--- src/verilog/clp_pkg.sv ---
// Shared constants for the clock-loss register and page-select block.
// Assumes a 10-bit word address bus and 16-bit data from the SPI slave logic.
package clp_pkg;

  // Register word addresses
  localparam logic [9:0] CLP_ADDR_CLOCK_LOSS = 10'h1c7;
  localparam logic [9:0] CLP_ADDR_PAGE_SEL = 10'h3ff;

  // Clock-loss register bit positions
  localparam int CLP_BIT_REF_LOST = 0;
  localparam int CLP_BIT_RETURN_EXT = 1;
  localparam int CLP_BIT_HOST_IRQ_EN = 2;
  localparam int CLP_BIT_CORE_EN_LO = 3;
  localparam int CLP_BIT_CORE_EN_HI = 6;
  localparam int CLP_BIT_GATE_DRV = 7;
  localparam int CLP_BIT_TIMING_FAULT = 8;

  // Reset values
  localparam logic [15:0] CLP_CLOCK_LOSS_RESET = 16'h0000;
  localparam logic [2:0] CLP_PAGE_RESET = 3'h0;

  // Page-select codes
  localparam logic [2:0] CLP_PAGE_NONE = 3'h0;
  localparam logic [2:0] CLP_PAGE_PROG1 = 3'h1;
  localparam logic [2:0] CLP_PAGE_PROG2 = 3'h2;
  localparam logic [2:0] CLP_PAGE_PROG_BOTH = 3'h3;
  localparam logic [2:0] CLP_PAGE_COMMON = 3'h4;
  localparam logic [2:0] CLP_PAGE_COMMON_ALIAS = 3'h5;
  localparam logic [2:0] CLP_PAGE_BAD_A = 3'h6;
  localparam logic [2:0] CLP_PAGE_BAD_B = 3'h7;

  // Common-page area bounds (inclusive low, exclusive high)
  localparam logic [9:0] CLP_DATA1_LO = 10'h000;
  localparam logic [9:0] CLP_DATA2_LO = 10'h080;
  localparam logic [9:0] CLP_CFG1_LO = 10'h100;
  localparam logic [9:0] CLP_CFG2_LO = 10'h120;
  localparam logic [9:0] CLP_IO_LO = 10'h140;
  localparam logic [9:0] CLP_DIAG_LO = 10'h180;
  localparam logic [9:0] CLP_MAIN_LO = 10'h1c0;
  localparam logic [9:0] CLP_MAIN_HI = 10'h200;

  // Decipher keystream seed; value is arbitrary
  localparam logic [15:0] CLP_CIPHER_SEED = 16'h5a3c;

  // Area select index within a channel group
  localparam int CLP_SEL_DATA = 0;
  localparam int CLP_SEL_PROG = 1;
  localparam int CLP_SEL_CFG = 2;

endpackage : clp_pkg

--- src/verilog/clp_code_decipher.sv ---
// Decipher unit for program code written over SPI.
// Assumes one code word per strobe on sys_clk; restart strobe from page logic.
`timescale 1ns/1ps
module clp_code_decipher
  import clp_pkg::*;
#(
  parameter int DATA_W = 16,
  parameter logic [15:0] SEED = CLP_CIPHER_SEED
) (
  // Clock and reset
  input wire logic sys_clk,
  input wire logic rst_b,
  // Cipher word in
  input wire logic restart,
  input wire logic wordValid,
  input wire logic [DATA_W-1:0] cipherWord,
  // Plain word out
  output logic [DATA_W-1:0] plainWord_r
);

  logic [15:0] keyState_r;

  // Elaboration check: the keystream is 16 bits wide
  if (DATA_W != 16) begin : gWidthCheck
    $error("clp_code_decipher supports 16-bit words only");
  end

  // Next keystream state, 16-bit Galois shift
  function automatic logic [15:0] keyStep(input logic [15:0] s);
    keyStep = {1'b0, s[15:1]} ^ (s[0] ? 16'hb400 : 16'h0000);
  endfunction : keyStep

  // Keystream restarts on page selection, advances per word
  always_ff @(posedge sys_clk) begin
    if (!rst_b) begin
      keyState_r <= SEED;
    end else if (restart) begin
      keyState_r <= SEED;
    end else if (wordValid) begin
      keyState_r <= keyStep(keyState_r);
    end
  end

  // Always-on decode, no bypass path
  always_ff @(posedge sys_clk) begin
    if (!rst_b) begin
      plainWord_r <= '0;
    end else begin
      plainWord_r <= cipherWord ^ keyState_r;
    end
  end

endmodule : clp_code_decipher

--- src/verilog/clp_clock_loss_page.sv ---
// Clock-loss control/status register, page select and area decode.
// Assumes SPI slave logic on sys_clk gives one-cycle read/write strobes with
// a word address; clock manager status inputs are on sys_clk too.
`timescale 1ns/1ps
// Function
// - Nine-bit clock-loss register records switch to the backup reference.
// - Timing fault flag set by violation, cleared by writing one.
// - Reference-lost flag is read-only and latches on missing reference.
// - Return bit acts on rising edge, clears when manager returns external.
// - Return bit written with no loss clears at once, no effect.
// - Host interrupt on missing clock when enabled, held until register read.
// - Four enables route clock-missing interrupts to four microcores.
// - Gate bit withdraws driver permit while clock-absent is high.
// - Enabled interrupts stay asserted while clock-absent remains set.
// - Microcore interrupt delivered only once external clock is valid.
// - Interrupt triggers on switch to internal and on SPI return attempt.
// - Program code is always deciphered before storing, no bypass.
// - Decipher restarts on each page write selecting program memory.
// - Page 000 ignores all accesses except to page-select register.
// - Page 001 selects channel 1 program RAM, 010 channel 2.
// - Page 011 broadcasts writes to both program RAMs; no reads.
// - Page 100 is common page; writing 101 stores 100.
// - Writes of 110 and 111 to page select are ignored.
// - Page-select register always reachable at its fixed address.
// - Decode nine area selects from address and page value.
// - Any pending source drives active-low host interrupt pin low.
module clp_clock_loss_page
  import clp_pkg::*;
#(
  parameter int ADDR_W = 10,
  parameter int DATA_W = 16
) (
  // Clock and reset
  input wire logic sys_clk,
  input wire logic rst_b,
  // SPI register access
  input wire logic [ADDR_W-1:0] spiAddr,
  input wire logic spiWrEn,
  input wire logic spiRdEn,
  input wire logic [DATA_W-1:0] spiWrData,
  output logic [DATA_W-1:0] spiRdData_r,
  output logic spiRdValid_r,
  // Clock manager
  input wire logic cksysMissing,
  input wire logic timingViolation,
  input wire logic pllOnExternal,
  input wire logic extClockValid,
  output logic returnToExtReq_r,
  output logic cksysDrvEn_r,
  // Interrupts
  input wire logic otherIrqReq,
  output logic host_interrupt_low_b_r,
  output logic [3:0] coreClockFailIrq_r,
  // Area selects and write data
  output logic [2:0] first_channel_area_selects_r,
  output logic [2:0] second_channel_area_selects_r,
  output logic mainCfgSel_r,
  output logic ioCfgSel_r,
  output logic diagCfgSel_r,
  output logic areaWr_r,
  output logic areaRd_r,
  output logic [DATA_W-1:0] areaWrData_r,
  output logic [DATA_W-1:0] progWrData_r
);

  // Elaboration check: map and register layout assume a 10/16 bit bus
  if (ADDR_W != 10 || DATA_W != 16) begin : gBusCheck
    $error("clp_clock_loss_page needs 10/16 bit bus");
  end

  // Register state
  logic refLost_r, returnExt_r, hostIrqEn_r, gateDrv_r, timingFault_r;
  logic [3:0] coreIrqEn_r;
  logic [3:0] corePend_r;
  logic [2:0] page_r;
  logic hostPend_r, missingPrev_r;

  // Access decode
  logic hitPage, hitClock, wrPage, wrClock, rdClock, commonPage;
  logic returnRise, returnAttempt, missingRise, clkEvent;
  logic pageWrOk, cipherRestart;
  logic [2:0] pageNxt;
  logic [15:0] clockRegView;

  // Range test used by every common-page area select
  function automatic logic inRange(input logic [9:0] a, input logic [9:0] lo,
                                   input logic [9:0] hi);
    inRange = (a >= lo) && (a < hi);
  endfunction : inRange

  assign hitPage = (spiAddr == CLP_ADDR_PAGE_SEL);
  assign commonPage = (page_r == CLP_PAGE_COMMON);
  assign hitClock = commonPage && (spiAddr == CLP_ADDR_CLOCK_LOSS);
  assign wrPage = spiWrEn && hitPage;
  assign wrClock = spiWrEn && hitClock;
  assign rdClock = spiRdEn && hitClock;
  assign missingRise = cksysMissing && !missingPrev_r;
  assign returnRise = wrClock && spiWrData[CLP_BIT_RETURN_EXT] && !returnExt_r;
  assign returnAttempt = returnRise && refLost_r;
  assign clkEvent = missingRise || returnAttempt;

  // Page value after write: alias folding and refusal
  always_comb begin
    pageNxt = spiWrData[2:0];
    pageWrOk = 1'b1;
    case (spiWrData[2:0])
      CLP_PAGE_COMMON_ALIAS: pageNxt = CLP_PAGE_COMMON;
      CLP_PAGE_BAD_A, CLP_PAGE_BAD_B: pageWrOk = 1'b0;
      default: pageNxt = spiWrData[2:0];
    endcase
  end

  assign cipherRestart = wrPage && pageWrOk &&
    (pageNxt == CLP_PAGE_PROG1 || pageNxt == CLP_PAGE_PROG2 ||
     pageNxt == CLP_PAGE_PROG_BOTH);

  // Page-select register
  always_ff @(posedge sys_clk) begin
    if (!rst_b) begin
      page_r <= CLP_PAGE_RESET;
    end else if (wrPage && pageWrOk) begin
      page_r <= pageNxt;
    end
  end

  // Missing-edge history
  always_ff @(posedge sys_clk) begin
    if (!rst_b) begin
      missingPrev_r <= 1'b0;
    end else begin
      missingPrev_r <= cksysMissing;
    end
  end

  // Reference-lost flag: set wins over the clear
  always_ff @(posedge sys_clk) begin
    if (!rst_b) begin
      refLost_r <= 1'b0;
    end else if (cksysMissing) begin
      refLost_r <= 1'b1;
    end else if (returnExt_r && pllOnExternal) begin
      refLost_r <= 1'b0;
    end
  end

  // Return-to-external request bit
  always_ff @(posedge sys_clk) begin
    if (!rst_b) begin
      returnExt_r <= 1'b0;
    end else if (returnAttempt) begin
      returnExt_r <= 1'b1;
    end else if (returnExt_r && pllOnExternal) begin
      returnExt_r <= 1'b0;
    end
  end

  // Enables and gating control
  always_ff @(posedge sys_clk) begin
    if (!rst_b) begin
      hostIrqEn_r <= 1'b0;
      coreIrqEn_r <= 4'h0;
      gateDrv_r <= 1'b0;
    end else if (wrClock) begin
      hostIrqEn_r <= spiWrData[CLP_BIT_HOST_IRQ_EN];
      coreIrqEn_r <= spiWrData[CLP_BIT_CORE_EN_HI:CLP_BIT_CORE_EN_LO];
      gateDrv_r <= spiWrData[CLP_BIT_GATE_DRV];
    end
  end

  // Timing fault: write-one clear, new violation wins
  always_ff @(posedge sys_clk) begin
    if (!rst_b) begin
      timingFault_r <= 1'b0;
    end else if (timingViolation) begin
      timingFault_r <= 1'b1;
    end else if (wrClock && spiWrData[CLP_BIT_TIMING_FAULT]) begin
      timingFault_r <= 1'b0;
    end
  end

  // Host pending: held while missing, cleared by a read afterwards
  always_ff @(posedge sys_clk) begin
    if (!rst_b) begin
      hostPend_r <= 1'b0;
    end else if (hostIrqEn_r && (cksysMissing || clkEvent)) begin
      hostPend_r <= 1'b1;
    end else if (rdClock) begin
      hostPend_r <= 1'b0;
    end
  end

  // Core pending: caught on event, held while missing, taken on delivery
  always_ff @(posedge sys_clk) begin
    if (!rst_b) begin
      corePend_r <= 4'h0;
    end else begin
      for (int i = 0; i < 4; i++) begin
        if (coreIrqEn_r[i] && (cksysMissing || clkEvent)) begin
          corePend_r[i] <= 1'b1;
        end else if (extClockValid) begin
          corePend_r[i] <= 1'b0;
        end
      end
    end
  end

  // Core interrupt lines wait for a valid external clock
  always_ff @(posedge sys_clk) begin
    if (!rst_b) begin
      coreClockFailIrq_r <= 4'h0;
    end else begin
      coreClockFailIrq_r <= coreIrqEn_r & (corePend_r | {4{cksysMissing}}) &
        {4{extClockValid}};
    end
  end

  // Host pin and driver permit and manager request
  always_ff @(posedge sys_clk) begin
    if (!rst_b) begin
      host_interrupt_low_b_r <= 1'b1;
      cksysDrvEn_r <= 1'b1;
      returnToExtReq_r <= 1'b0;
    end else begin
      host_interrupt_low_b_r <= !(hostPend_r || otherIrqReq);
      cksysDrvEn_r <= !(gateDrv_r && cksysMissing);
      returnToExtReq_r <= returnExt_r;
    end
  end

  // Read view of the clock-loss register, reserved bits zero
  always_comb begin
    clockRegView = CLP_CLOCK_LOSS_RESET;
    clockRegView[CLP_BIT_REF_LOST] = refLost_r;
    clockRegView[CLP_BIT_RETURN_EXT] = returnExt_r;
    clockRegView[CLP_BIT_HOST_IRQ_EN] = hostIrqEn_r;
    clockRegView[CLP_BIT_CORE_EN_HI:CLP_BIT_CORE_EN_LO] = coreIrqEn_r;
    clockRegView[CLP_BIT_GATE_DRV] = gateDrv_r;
    clockRegView[CLP_BIT_TIMING_FAULT] = timingFault_r;
  end

  // Read data port
  always_ff @(posedge sys_clk) begin
    if (!rst_b) begin
      spiRdData_r <= '0;
      spiRdValid_r <= 1'b0;
    end else begin
      spiRdValid_r <= spiRdEn && (hitPage || hitClock);
      if (spiRdEn && hitPage) begin
        spiRdData_r <= {13'h0000, page_r};
      end else if (rdClock) begin
        spiRdData_r <= clockRegView;
      end else begin
        spiRdData_r <= '0;
      end
    end
  end

  // Area decode from page and address
  logic [2:0] sel1;
  logic [2:0] sel2;
  logic selMain;
  logic selIo;
  logic selDiag;
  logic anyAcc;

  assign anyAcc = (spiWrEn || spiRdEn) && !hitPage;

  always_comb begin
    sel1 = 3'h0;
    sel2 = 3'h0;
    selMain = 1'b0;
    selIo = 1'b0;
    selDiag = 1'b0;
    case (page_r)
      CLP_PAGE_PROG1: sel1[CLP_SEL_PROG] = anyAcc;
      CLP_PAGE_PROG2: sel2[CLP_SEL_PROG] = anyAcc;
      CLP_PAGE_PROG_BOTH: begin
        sel1[CLP_SEL_PROG] = spiWrEn && !hitPage;
        sel2[CLP_SEL_PROG] = spiWrEn && !hitPage;
      end
      CLP_PAGE_COMMON: begin
        sel1[CLP_SEL_DATA] = anyAcc && inRange(spiAddr, CLP_DATA1_LO, CLP_DATA2_LO);
        sel2[CLP_SEL_DATA] = anyAcc && inRange(spiAddr, CLP_DATA2_LO, CLP_CFG1_LO);
        sel1[CLP_SEL_CFG] = anyAcc && inRange(spiAddr, CLP_CFG1_LO, CLP_CFG2_LO);
        sel2[CLP_SEL_CFG] = anyAcc && inRange(spiAddr, CLP_CFG2_LO, CLP_IO_LO);
        selIo = anyAcc && inRange(spiAddr, CLP_IO_LO, CLP_DIAG_LO);
        selDiag = anyAcc && inRange(spiAddr, CLP_DIAG_LO, CLP_MAIN_LO);
        selMain = anyAcc && inRange(spiAddr, CLP_MAIN_LO, CLP_MAIN_HI);
      end
      default: sel1 = 3'h0;
    endcase
  end

  // Registered selects, strobes and write data
  always_ff @(posedge sys_clk) begin
    if (!rst_b) begin
      first_channel_area_selects_r <= 3'h0;
      second_channel_area_selects_r <= 3'h0;
      mainCfgSel_r <= 1'b0;
      ioCfgSel_r <= 1'b0;
      diagCfgSel_r <= 1'b0;
      areaWr_r <= 1'b0;
      areaRd_r <= 1'b0;
      areaWrData_r <= '0;
    end else begin
      first_channel_area_selects_r <= sel1;
      second_channel_area_selects_r <= sel2;
      mainCfgSel_r <= selMain;
      ioCfgSel_r <= selIo;
      diagCfgSel_r <= selDiag;
      areaWr_r <= spiWrEn && !hitPage && (page_r != CLP_PAGE_NONE);
      areaRd_r <= spiRdEn && !hitPage && (page_r != CLP_PAGE_NONE) &&
        (page_r != CLP_PAGE_PROG_BOTH);
      areaWrData_r <= spiWrData;
    end
  end

  // Program writes pass through the decipher unit
  logic progWord;
  assign progWord = spiWrEn && !hitPage &&
    (page_r == CLP_PAGE_PROG1 || page_r == CLP_PAGE_PROG2 ||
     page_r == CLP_PAGE_PROG_BOTH);

  clp_code_decipher #(
    .DATA_W(DATA_W),
    .SEED(CLP_CIPHER_SEED)
  ) uDecipher (
    .sys_clk(sys_clk),
    .rst_b(rst_b),
    .restart(cipherRestart),
    .wordValid(progWord),
    .cipherWord(spiWrData),
    .plainWord_r(progWrData_r)
  );

endmodule : clp_clock_loss_page

--- config.mk ---
export PLATFORM = sky130hd
export DESIGN_NAME = clp_clock_loss_page
export DESIGN_NICKNAME = d
export VERILOG_FILES = /design/src/verilog/clp_pkg.sv /design/src/verilog/clp_code_decipher.sv /design/src/verilog/clp_clock_loss_page.sv
export SDC_FILE = /design/constraint.sdc
export NUM_CORES = 1
export LEC_CHECK = 0
export BUFFER_PORTS_ARGS = -buffer_cell sky130_fd_sc_hd__clkbuf_2
export CORE_MARGIN = 5
export CORE_UTILIZATION = 37
export CTS_BUF_LIST = sky130_fd_sc_hd__clkbuf_4 sky130_fd_sc_hd__clkbuf_8 sky130_fd_sc_hd__clkbuf_16
export DETAILED_ROUTE_END_ITERATION = 6
export PLACE_DENSITY = 0.59
export SKIP_LAST_GASP = 1
export SYNTH_ARGS = -nofsm -noshare
export SYNTH_HDL_FRONTEND = slang
export SYNTH_SLANG_ARGS = --single-unit
--- constraint.sdc ---
create_clock -name sys_clk -period 4.4 [get_ports sys_clk]
set_input_delay 0.44 -clock sys_clk [delete_from_list [all_inputs] [get_ports sys_clk]]
set_output_delay 0.44 -clock sys_clk [all_outputs]
set_load 0.01 [all_outputs]
After elaboration in Yosys (flattened, before gate mapping)
Cells that the tools add are included.
Operators by class
  muxes and demuxes: 19
  reductions and logical operators: 69
  $lt $le $gt $ge: 14
  equal/unequal tests: 13
  bitwise gates (word level): 7
Operators with widths (count)
  $ge 10x9->1 const B: 5
  $lt 10x9->1 const B: 5
  $logic_and 1x1->1: 41
  $mux 16: 1
  $reduce_bool 2->1: 8
  $xor 15x16->16: 1
  $xor 16x16->16: 1
  $mux 1: 13
  $eq 3x2->1 const B: 4
  $eq 3x3->1 const B: 4
  $eq 10x10->1 const B: 1
  $eq 10x9->1 const B: 1
  $ge 10x1->1 const B: 1
  $ge 10x8->1 const B: 1
  $lt 10x10->1 const B: 1
  $lt 10x8->1 const B: 1
  $logic_or 1x1->1: 9
  $mux 3: 3
  $and 4x4->4: 2
  $eq 3x1->1 const B: 2
  $reduce_or 2->1: 3
  $logic_not 1->1: 5
  $or 4x4->4: 1
  $pmux 1 s2: 2
  other kinds (5): 6
Word-level totals
  output and inout bits: 67
  register bits after elaboration: 101

Logic depth before layout (Yosys ltp)
Gate-level depths: netlist of run 1.
  depth after elaboration: 10
  gate-level depth with buffers: 6
  depth with buffers taken out: 4

Cells and area by module
A second synthesis of run 1 with hierarchy kept.
Second synthesis, totals
  cells, all modules: 328
  area total of the unflattened synthesis: 3382.0 µm²
By module, submodules not included
  clp_clock_loss_page: sequential area each 1221.2 µm², cells an instance 221, instances 1, area each 2154.6 µm²
  clp_code_decipher: sequential area each 640.6 µm², cells an instance 107, instances 1, area each 1227.4 µm²

Least setup slack after synthesis of run 1
No wires, ideal clock.
  kind: input -> register
  start: input spiAddr[7]
  end: register uDecipher.keyState_r[14]
  setup slack: 2.870 ns
  library setup time: 0.131 ns
  stages on the path: 6
  arrival: 1.399 ns
  path through: buf_4 > and3_2 > and3_1 > buf_2 > o21ai_0 > nand3_1
Between the ends
  longest elaborated chain between the ends: 5
RTL lines
  from (decl): line clp_clock_loss_page.sv:37  | input wire logic [ADDR_W-1:0] spiAddr,
  $eq 10x10->1 *: line clp_clock_loss_page.sv:91  | assign hitPage = (spiAddr == CLP_ADDR_PAGE_SEL);
  $logic_and 1x1->1: line clp_clock_loss_page.sv:94  | assign wrPage = spiWrEn && hitPage;
  $logic_and 1x1->1 (2 in a row): line clp_clock_loss_page.sv:113  | assign cipherRestart = wrPage && pageWrOk &&
  $reduce_or 2->1 (no line)
  to (signal assigned): line clp_code_decipher.sv:40  | keyState_r <= keyStep(keyState_r);
  to (decl): line clp_code_decipher.sv:21  | logic [15:0] keyState_r;
Mark *: on every way between the ends. The rest lies on a longest branch, timed or not.
A chain may end at the register's enable or synchronous reset.

Worst setup path after layout of run 1
  start: input rst_b
  end: register page_r[1]
RTL lines
  from (decl): line clp_clock_loss_page.sv:35  | input wire logic rst_b,
  to (signal assigned): line clp_clock_loss_page.sv:122  | page_r <= pageNxt;
  to (decl): line clp_clock_loss_page.sv:75  | logic [2:0] page_r;
No word-level cell between the ends.

==> impl_metrics.csv, run 1 <==
group,metric,value,unit
status,status,"complete, no violations",
cts,root_buffer,"clkbuf_8",
final_layout,layout_commonest_cell,"clkbuf_2",
setup_path,start_kind,"input pin",
sta,fmax,0.522,GHz
cts,cts_htree_levels,3,
drt,vias,2526,
setup_path,path_class,"in2reg",
setup_path,cp_top_family,"buffers and inverters",
synth,yosysSeqAreaShare,0.563,
grt,grt.met2_usage,0.204,
drt,first_iter_violations,68,
setup_path,cpMaxStageDelayCell,"clkinv_1",
pwr,ir_drop,0.142,mV
drt,first_pass_iters,6,
synth,synth_top_area_cell,"dfxtp_1",
cts,clock_sinks,93,
job,drv_cap,0,
sta,fin_hold_ws,0.286,ns
grt,grt_remaining_overflow,0,
setup_path,regToRegStartpoint,"page_r[2]",
cts,cts_tree,"built",
final_layout,area_delta_synth_final,21.4,%
cts,cts_buffer_depth,2,
sta,setup_viol,0,
hold_path,hp-class,"in2reg",
setup_path,reg2reg_slack,2.59,ns
placement,dpl.hpwl,5220,µm
setup_path,crit_chain,"clkbuf_2, clkinv_1, a211oi_1",
synth,ys_top_cells_by_area,"dfxtp_1 56%, xnor2_1 4.8%, and2_1 4.7%, nor2_1 4.5%, o21ai_0 3.8%",
drt,routedWlPerCell,13.5,µm
grt,met1_usage,0.180,
sta,tns,0,ns
synth,synth_area,3310,µm²
final_layout,fin_util,0.461,
floorplan,fp.dieArea,10900,µm²
grt,grt_pass1_wl,12300,µm
grt,grt_pass1_vias,2490,
setup_path,endpoint,"page_r[1]",
sta,final.min_clock_period,1.92,ns
drt,ant_nets,0,
drt,drc,0,
setup_path,cp-end-kind,"register",
cts,clkTransAtPathRegs,0.09,ns
synth,avgSynthCellArea,9.90,µm²
grt,busiest_layer,"met2",
sta,rsz0062_at_grt,"false",
final_layout,antenna_cells,0,
setup_path,slowest_delay,0.80,ns
sta,tightest_slew,0.803,ns
grt,antenna_found_initial,0,
synth,synth_top_cell_area_share,0.563,
final_layout,stdcell_count,535,
floorplan,core_area,8720,µm²
synth,yosys_warnings,0,
synth,synthFlopType,"dfxtp_1",
synth,yosysUniqueCellTypes,46,
setup_path,cp.required,4.65,ns
synth,ys_ff_latch,93,
cts,cts_made_buffers,9,
final_layout,layout.nets,457,
sta,hold_viol_final,0,
sta,finClkSkew,0.00634,ns
pwr,p_leak,0.00169,µW
floorplan,dieHeight,105,µm
placement,port_buffers,94,
sta,final_max_slew_viol_count,0,
floorplan,ioPinCount,102,
drt,drt-vias-per-instance,4.72,
drt,routed_wl,7210,µm
sta,finalCritPeriodShare,0.435,
grt,grt_max_degree,36,
setup_path,crit_fanout,35,
setup_path,crit_path_start,"rst_b",
setup_path,cp_num_cells,3,
final_layout,drive_above_1_share,0.274,
placement,gp_congestion,0.744,
setup_path,path_buf_inv,2,
cts,cts_resized,0,
cts,clock_latency,0.35,ns
sta,max_slew_margin,0.463,
cts,postCtsHoldBufs,0,
floorplan,start_util,0.379,
setup_path,regToRegEndpoint,"returnExt_r",
synth,ys_async_sr_fraction,0,
grt,grt_use_total,0.135,
placement,placed_cells,519,
synth,synthCells,334,
grt,use_met3,0.0419,
final_layout,final_cell_mix,"94 x clkbuf_2, 93 x dfxtp_1, 40 x nor2_1, 25 x o21ai_0, 25 x and2_1",
hold_path,hold_depth,2,
floorplan,num_rows,34,
floorplan,fp.dieW,105,µm
cts,cts_setup_buffers,0,
setup_path,crit_arrival,2.16,ns
synth,synth_edf_count,0,
pwr,cellPowerDensity,389,nW/µm²
setup_path,reg2reg_depth,4,
==> cells in the mapped netlist, types with 2 or more instances <==
library cell and n:
a21oi_1 20, a22o_1 3, a311oi_1 2, and2_1 25
and3_1 2, and4_1 2, buf_2 3, buf_4 9
buf_6 2, clkbuf_1 9, dfxtp_1 93, inv_1 4
mux2i_1 6, nand2_1 8, nand2b_1 2, nand3_1 21
nor2_1 40, nor2_2 2, nor2b_1 4, nor3_1 3
nor3b_1 4, nor4_1 3, o211ai_1 2, o21ai_0 25
xnor2_1 18, xor2_1 2
==> cell families (layout without fill, tap and decap cells) <==
kind of cell | count (synthesis) | in the layout | synth area share
XOR/XNOR | 20 | 20 | 0.0530
multiplexers | 6 | 6 | 0.0182
AND/OR/NAND/NOR | 126 | 126 | 0.209
AO/OA/AOI/OAI | 60 | 60 | 0.109
other | 1 | 7 | 0.00113
flip-flops | 93 | 93 | 0.563
buffers and inverters | 28 | 115 | 0.0476
==> metrics by stage <==
step           area (µm²)  setup slack, ns  power [µW]
2_1_floorplan        3330             2.87         935
3_3_place_gp         3800             2.13         976
3_5_place_dp         3800             2.05         978
4_1_cts              4020             2.43        1580
5_1_grt              4020             2.19        1620
6_report             4020             2.48        1560
==> worst reg2reg max path, cell delays in order (launching register included) <==
cell and delay (ns):
dfxtp_1 0.48, nor4b_4 0.32, and4_1 0.58, nand2_2 0.18, a21oi_1 0.17
==> area by class of cell <==
type / count / area (µm²)
Fill cell: 857 / 4700
Sequential cell: 93 / 1860
Multi-Input combinational cell: 219 / 1310
Timing Repair Buffer: 94 / 470
Clock buffer: 12 / 165
Tap cell: 108 / 135
Clock inverter: 4 / 55.1
Inverter: 5 / 18.8
==> how the worst min path moves through the flow <==
stage / startpoint / end / slack [ns]
4_1_cts: spiAddr[5] / first_channel_area_selects_r[2] / 0.27
3_3_place_gp: gateDrv_r / cksysDrvEn_r / 0.40
3_5_place_dp: gateDrv_r / cksysDrvEn_r / 0.40
6_report: otherIrqReq / host_interrupt_low_b_r / 0.29
5_1_grt: otherIrqReq / host_interrupt_low_b_r / 0.28
2_1_floorplan: gateDrv_r / cksysDrvEn_r / 0.37
==> power breakdown <==
| group | internal (µW) | switching, µW |
|---|---|---|
| clock network | 311 | 295 |
| logic | 37.4 | 54.8 |
| registers | 858 | 5.11 |
| total | 1210 | 355 |
==> per-layer routing <==
| metal | wire length [µm] | share of wire | up-vias |
|---|---|---|---|
| li1 | - | - | 1288 |
| met1 | 3360 | 0.47 | 1136 |
| met2 | 3150 | 0.44 | 89 |
| met3 | 562 | 0.078 | 13 |
| met4 | 137 | 0.019 | 0 |
| met5 | 0 | 0 | - |
==> flip-flops by register name (all words and copies together) (netlist names), 3 cells and up <==
name	flops
areaWrData_r	16
coreClockFailIrq_r	4
coreIrqEn_r	4
corePend_r	4
first_channel_area_selects_r	3
page_r	3
second_channel_area_selects_r	3
spiRdData_r	9
uDecipher.keyState_r	16
uDecipher.plainWord_r	16
No activity file was read; power rests on OpenSTA's default activity.
==> run 2: changes to the inputs <==
ABC_AREA = 1   (was unset)
PLACE_DENSITY = 0.61   (was 0.59)
clock period = 1.7 ns   (was 4.4 ns; I/O delays follow)
==> run 2 against run 1 <==
Against the previous run: hold slack worse by 0.26 ns; non-clock buffer count up 5; synthesized cell count up 23%; combinational power rose to 3.0 times the previous value; count of clock-buffer cells in the layout up 1; utilization about the same.
==> impl_metrics.csv, run 2 <==
group,metric,value,unit
placement,gp_congestion,0.843,
final_layout,layout.nets,543,
cts,clock_sinks,93,
floorplan,dieHeight,107,µm
pwr,p_total,4020,µW
sta,rsz0062_at_grt,"false",
sta,hold_viol_final,0,
pwr,sw_frac_of_total,0.225,
setup_path,cpMaxStageDelayCell,"dfxtp_1",
job,drv_cap,0,
grt,grt_max_degree,25,
setup_path,regToRegStartpoint,"page_r[1]",
synth,ys_ff_latch,93,
drt,vias,2805,
floorplan,start_util,0.377,
placement,dpl.hpwl,6020,µm
sta,fmax,0.675,GHz
final_layout,drive_above_1_share,0.283,
drt,drc,0,
hold_path,holdCritStartpoint,"spiWrData[10]",
synth,yosysMostFrequentCell,"dfxtp_1",
synth,ys_top_cells_by_area,"dfxtp_1 54%, nand2_1 7.7%, nor2_1 5.9%, inv_1 5.4%, xnor2_1 4.1%",
sta,tns,0,ns
synth,synth_top_cell_area_share,0.539,
floorplan,fp.dieW,107,µm
pwr,p_sw,903,µW
final_layout,area_delta_synth_final,22.1,%
setup_path,cp.required,1.94,ns
floorplan,ioPinCount,102,
grt,grt_use_total,0.142,
drt,routed_wl,7850,µm
pwr,clkPwrFrac,0.375,
final_layout,fin_util,0.461,
synth,synth_top_area_cell,"dfxtp_1",
setup_path,crit_chain,"nor2_4, nand2_1, nor2_2, nand2_2, nor2_4, inv_2, nor2_1, nor2_1",
sta,final_max_slew_viol_count,0,
final_layout,antenna_cells,0,
final_layout,reg_top3,"areaWrData_r x16, uDecipher.keyState_r x16, uDecipher.plainWord_r x16",
cts,cts_tree,"built",
final_layout,layout_commonest_cell,"clkbuf_2",
cts,root_buffer,"clkbuf_8",
cts,clkTransAtPathRegs,0.09,ns
sta,finalCritPeriodShare,0.872,
synth,yosysSeqAreaShare,0.539,
pwr,intPower,3120,µW
pwr,cellPowerDensity,953,nW/µm²
cts,cts_made_buffers,9,
drt,first_pass_iters,5,
sta,setup_ws,0.218,ns
cts,cts_setup_buffers,0,
synth,synthFlopType,"dfxtp_1",
cts,cts_buffer_depth,2,
placement,port_buffers,94,
synth,synth_edf_count,0,
setup_path,crit_path_start,"page_r[1]",
floorplan,core_area,9150,µm²
final_layout,final_cell_mix,"94 x clkbuf_2, 93 x dfxtp_1, 71 x nand2_1, 54 x nor2_1, 50 x inv_1",
grt,grt_pass1_wl,12800,µm
setup_path,crit_arrival,1.72,ns
pwr,p_comb_frac,0.069,
cts,cts_htree_levels,3,
cts,cts_resized,0,
synth,ys_async_sr_fraction,0,
setup_path,path_class,"reg2reg",
setup_path,cp-end-kind,"register",
pwr,ir_drop,0.442,mV
grt,grt_pass1_vias,2647,
drt,routedWlPerCell,12.6,µm
synth,yosysUniqueCellTypes,35,
cts,clock_latency,0.35,ns
synth,synthCells,411,
sta,final.min_clock_period,1.48,ns
drt,ant_nets,0,
floorplan,fp.dieArea,11400,µm²
synth,synth_commonest_cells,"93 x dfxtp_1, 71 x nand2_1, 54 x nor2_1",
synth,synth_area,3450,µm²
setup_path,slowest_delay,0.38,ns
sta,finClkSkew,0.0125,ns
sta,setup_viol,0,
pwr,p_leak,0.00201,µW
floorplan,num_rows,35,
drt,first_iter_violations,190,
setup_path,start_kind,"register",
setup_path,crit_fanout,9,
placement,dpl_worst_slack,0.240,ns
grt,antenna_found_initial,0,
synth,yosys_warnings,0,
synth,avgSynthCellArea,8.41,µm²
hold_path,hp-class,"in2reg",
pwr,seqPwrFrac,0.556,
drt,drt-vias-per-instance,4.50,
grt,grt_remaining_overflow,0,
status,status,"complete, no violations",
-- run 2: routing by layer --
layer / part of all wire / routed length, µm / global-route usage / vias up
met5: 0 / 0 / 0 / -
met4: 0.015 / 118 / 0.0502 / 0
met3: 0.066 / 517 / 0.0458 / 7
met2: 0.45 / 3560 / 0.220 / 84
met1: 0.47 / 3650 / 0.185 / 1248
li1: - / - / - / 1466
-- run 2: worst paths after layout --
kind                                         end  slack, ns  depth (start not counted)
worst min register to register      cksysDrvEn_r       0.43                          1
worst max register to register    coreIrqEn_r[1]       0.22                          8
worst max-delay path              coreIrqEn_r[1]       0.22                          8
worst min-delay path            areaWrData_r[10]       0.03                          3
-- run 2: power groups by stage --
stage	logic, µW	clock network, µW	registers (µW)
2_1_floorplan	133	0	2310
3_3_place_gp	276	0	2290
3_5_place_dp	279	0	2290
4_1_cts	282	1550	2240
5_1_grt	311	1640	2240
6_report	279	1510	2240
-- run 2: final cells by class --
type                    count  area (µm²)
repair buffers             99         510
multi-input cells         249        1290
flip-flops and latches     93        1860
well taps                 111         139
clock buffers              13         166
clock inverters             3        43.8
inverters                  56         210
fillers                   906        4930
-- run 2: worst max-delay path, delay by kind of cell (launching register included) --
kind,cells,cell delay (ns)
AND/OR/NAND/NOR,7,0.89
flip-flops,1,0.38
buffers and inverters,1,0.09
-- run 2: cells by family after synthesis --
| group | count (synthesis) | share of synthesized area |
|---|---|---|
| xor+xnor | 17 | 0.0431 |
| other cells | 1 | 0.00109 |
| compound gates | 48 | 0.0819 |
| flops | 93 | 0.539 |
| buf+inv | 75 | 0.0953 |
| simple gates | 177 | 0.240 |
-- run 2: through the flow --
step / area, µm² / std cells / hold slack [ns]
2_1_floorplan: 3480 / 417 / 0.263
3_3_place_gp: 4000 / 607 / 0.367
3_5_place_dp: 4000 / 607 / 0.366
4_1_cts: 4220 / 624 / 0.00661
5_1_grt: 4220 / 624 / 0.0139
6_report: 4220 / 624 / 0.0283
-- run 2: timing repair --
action                                  4_1_cts  5_1_grt
endpoints found under the setup margin        0        0
hold buffers                                  1        0
hold endpoints to repair                      1        0
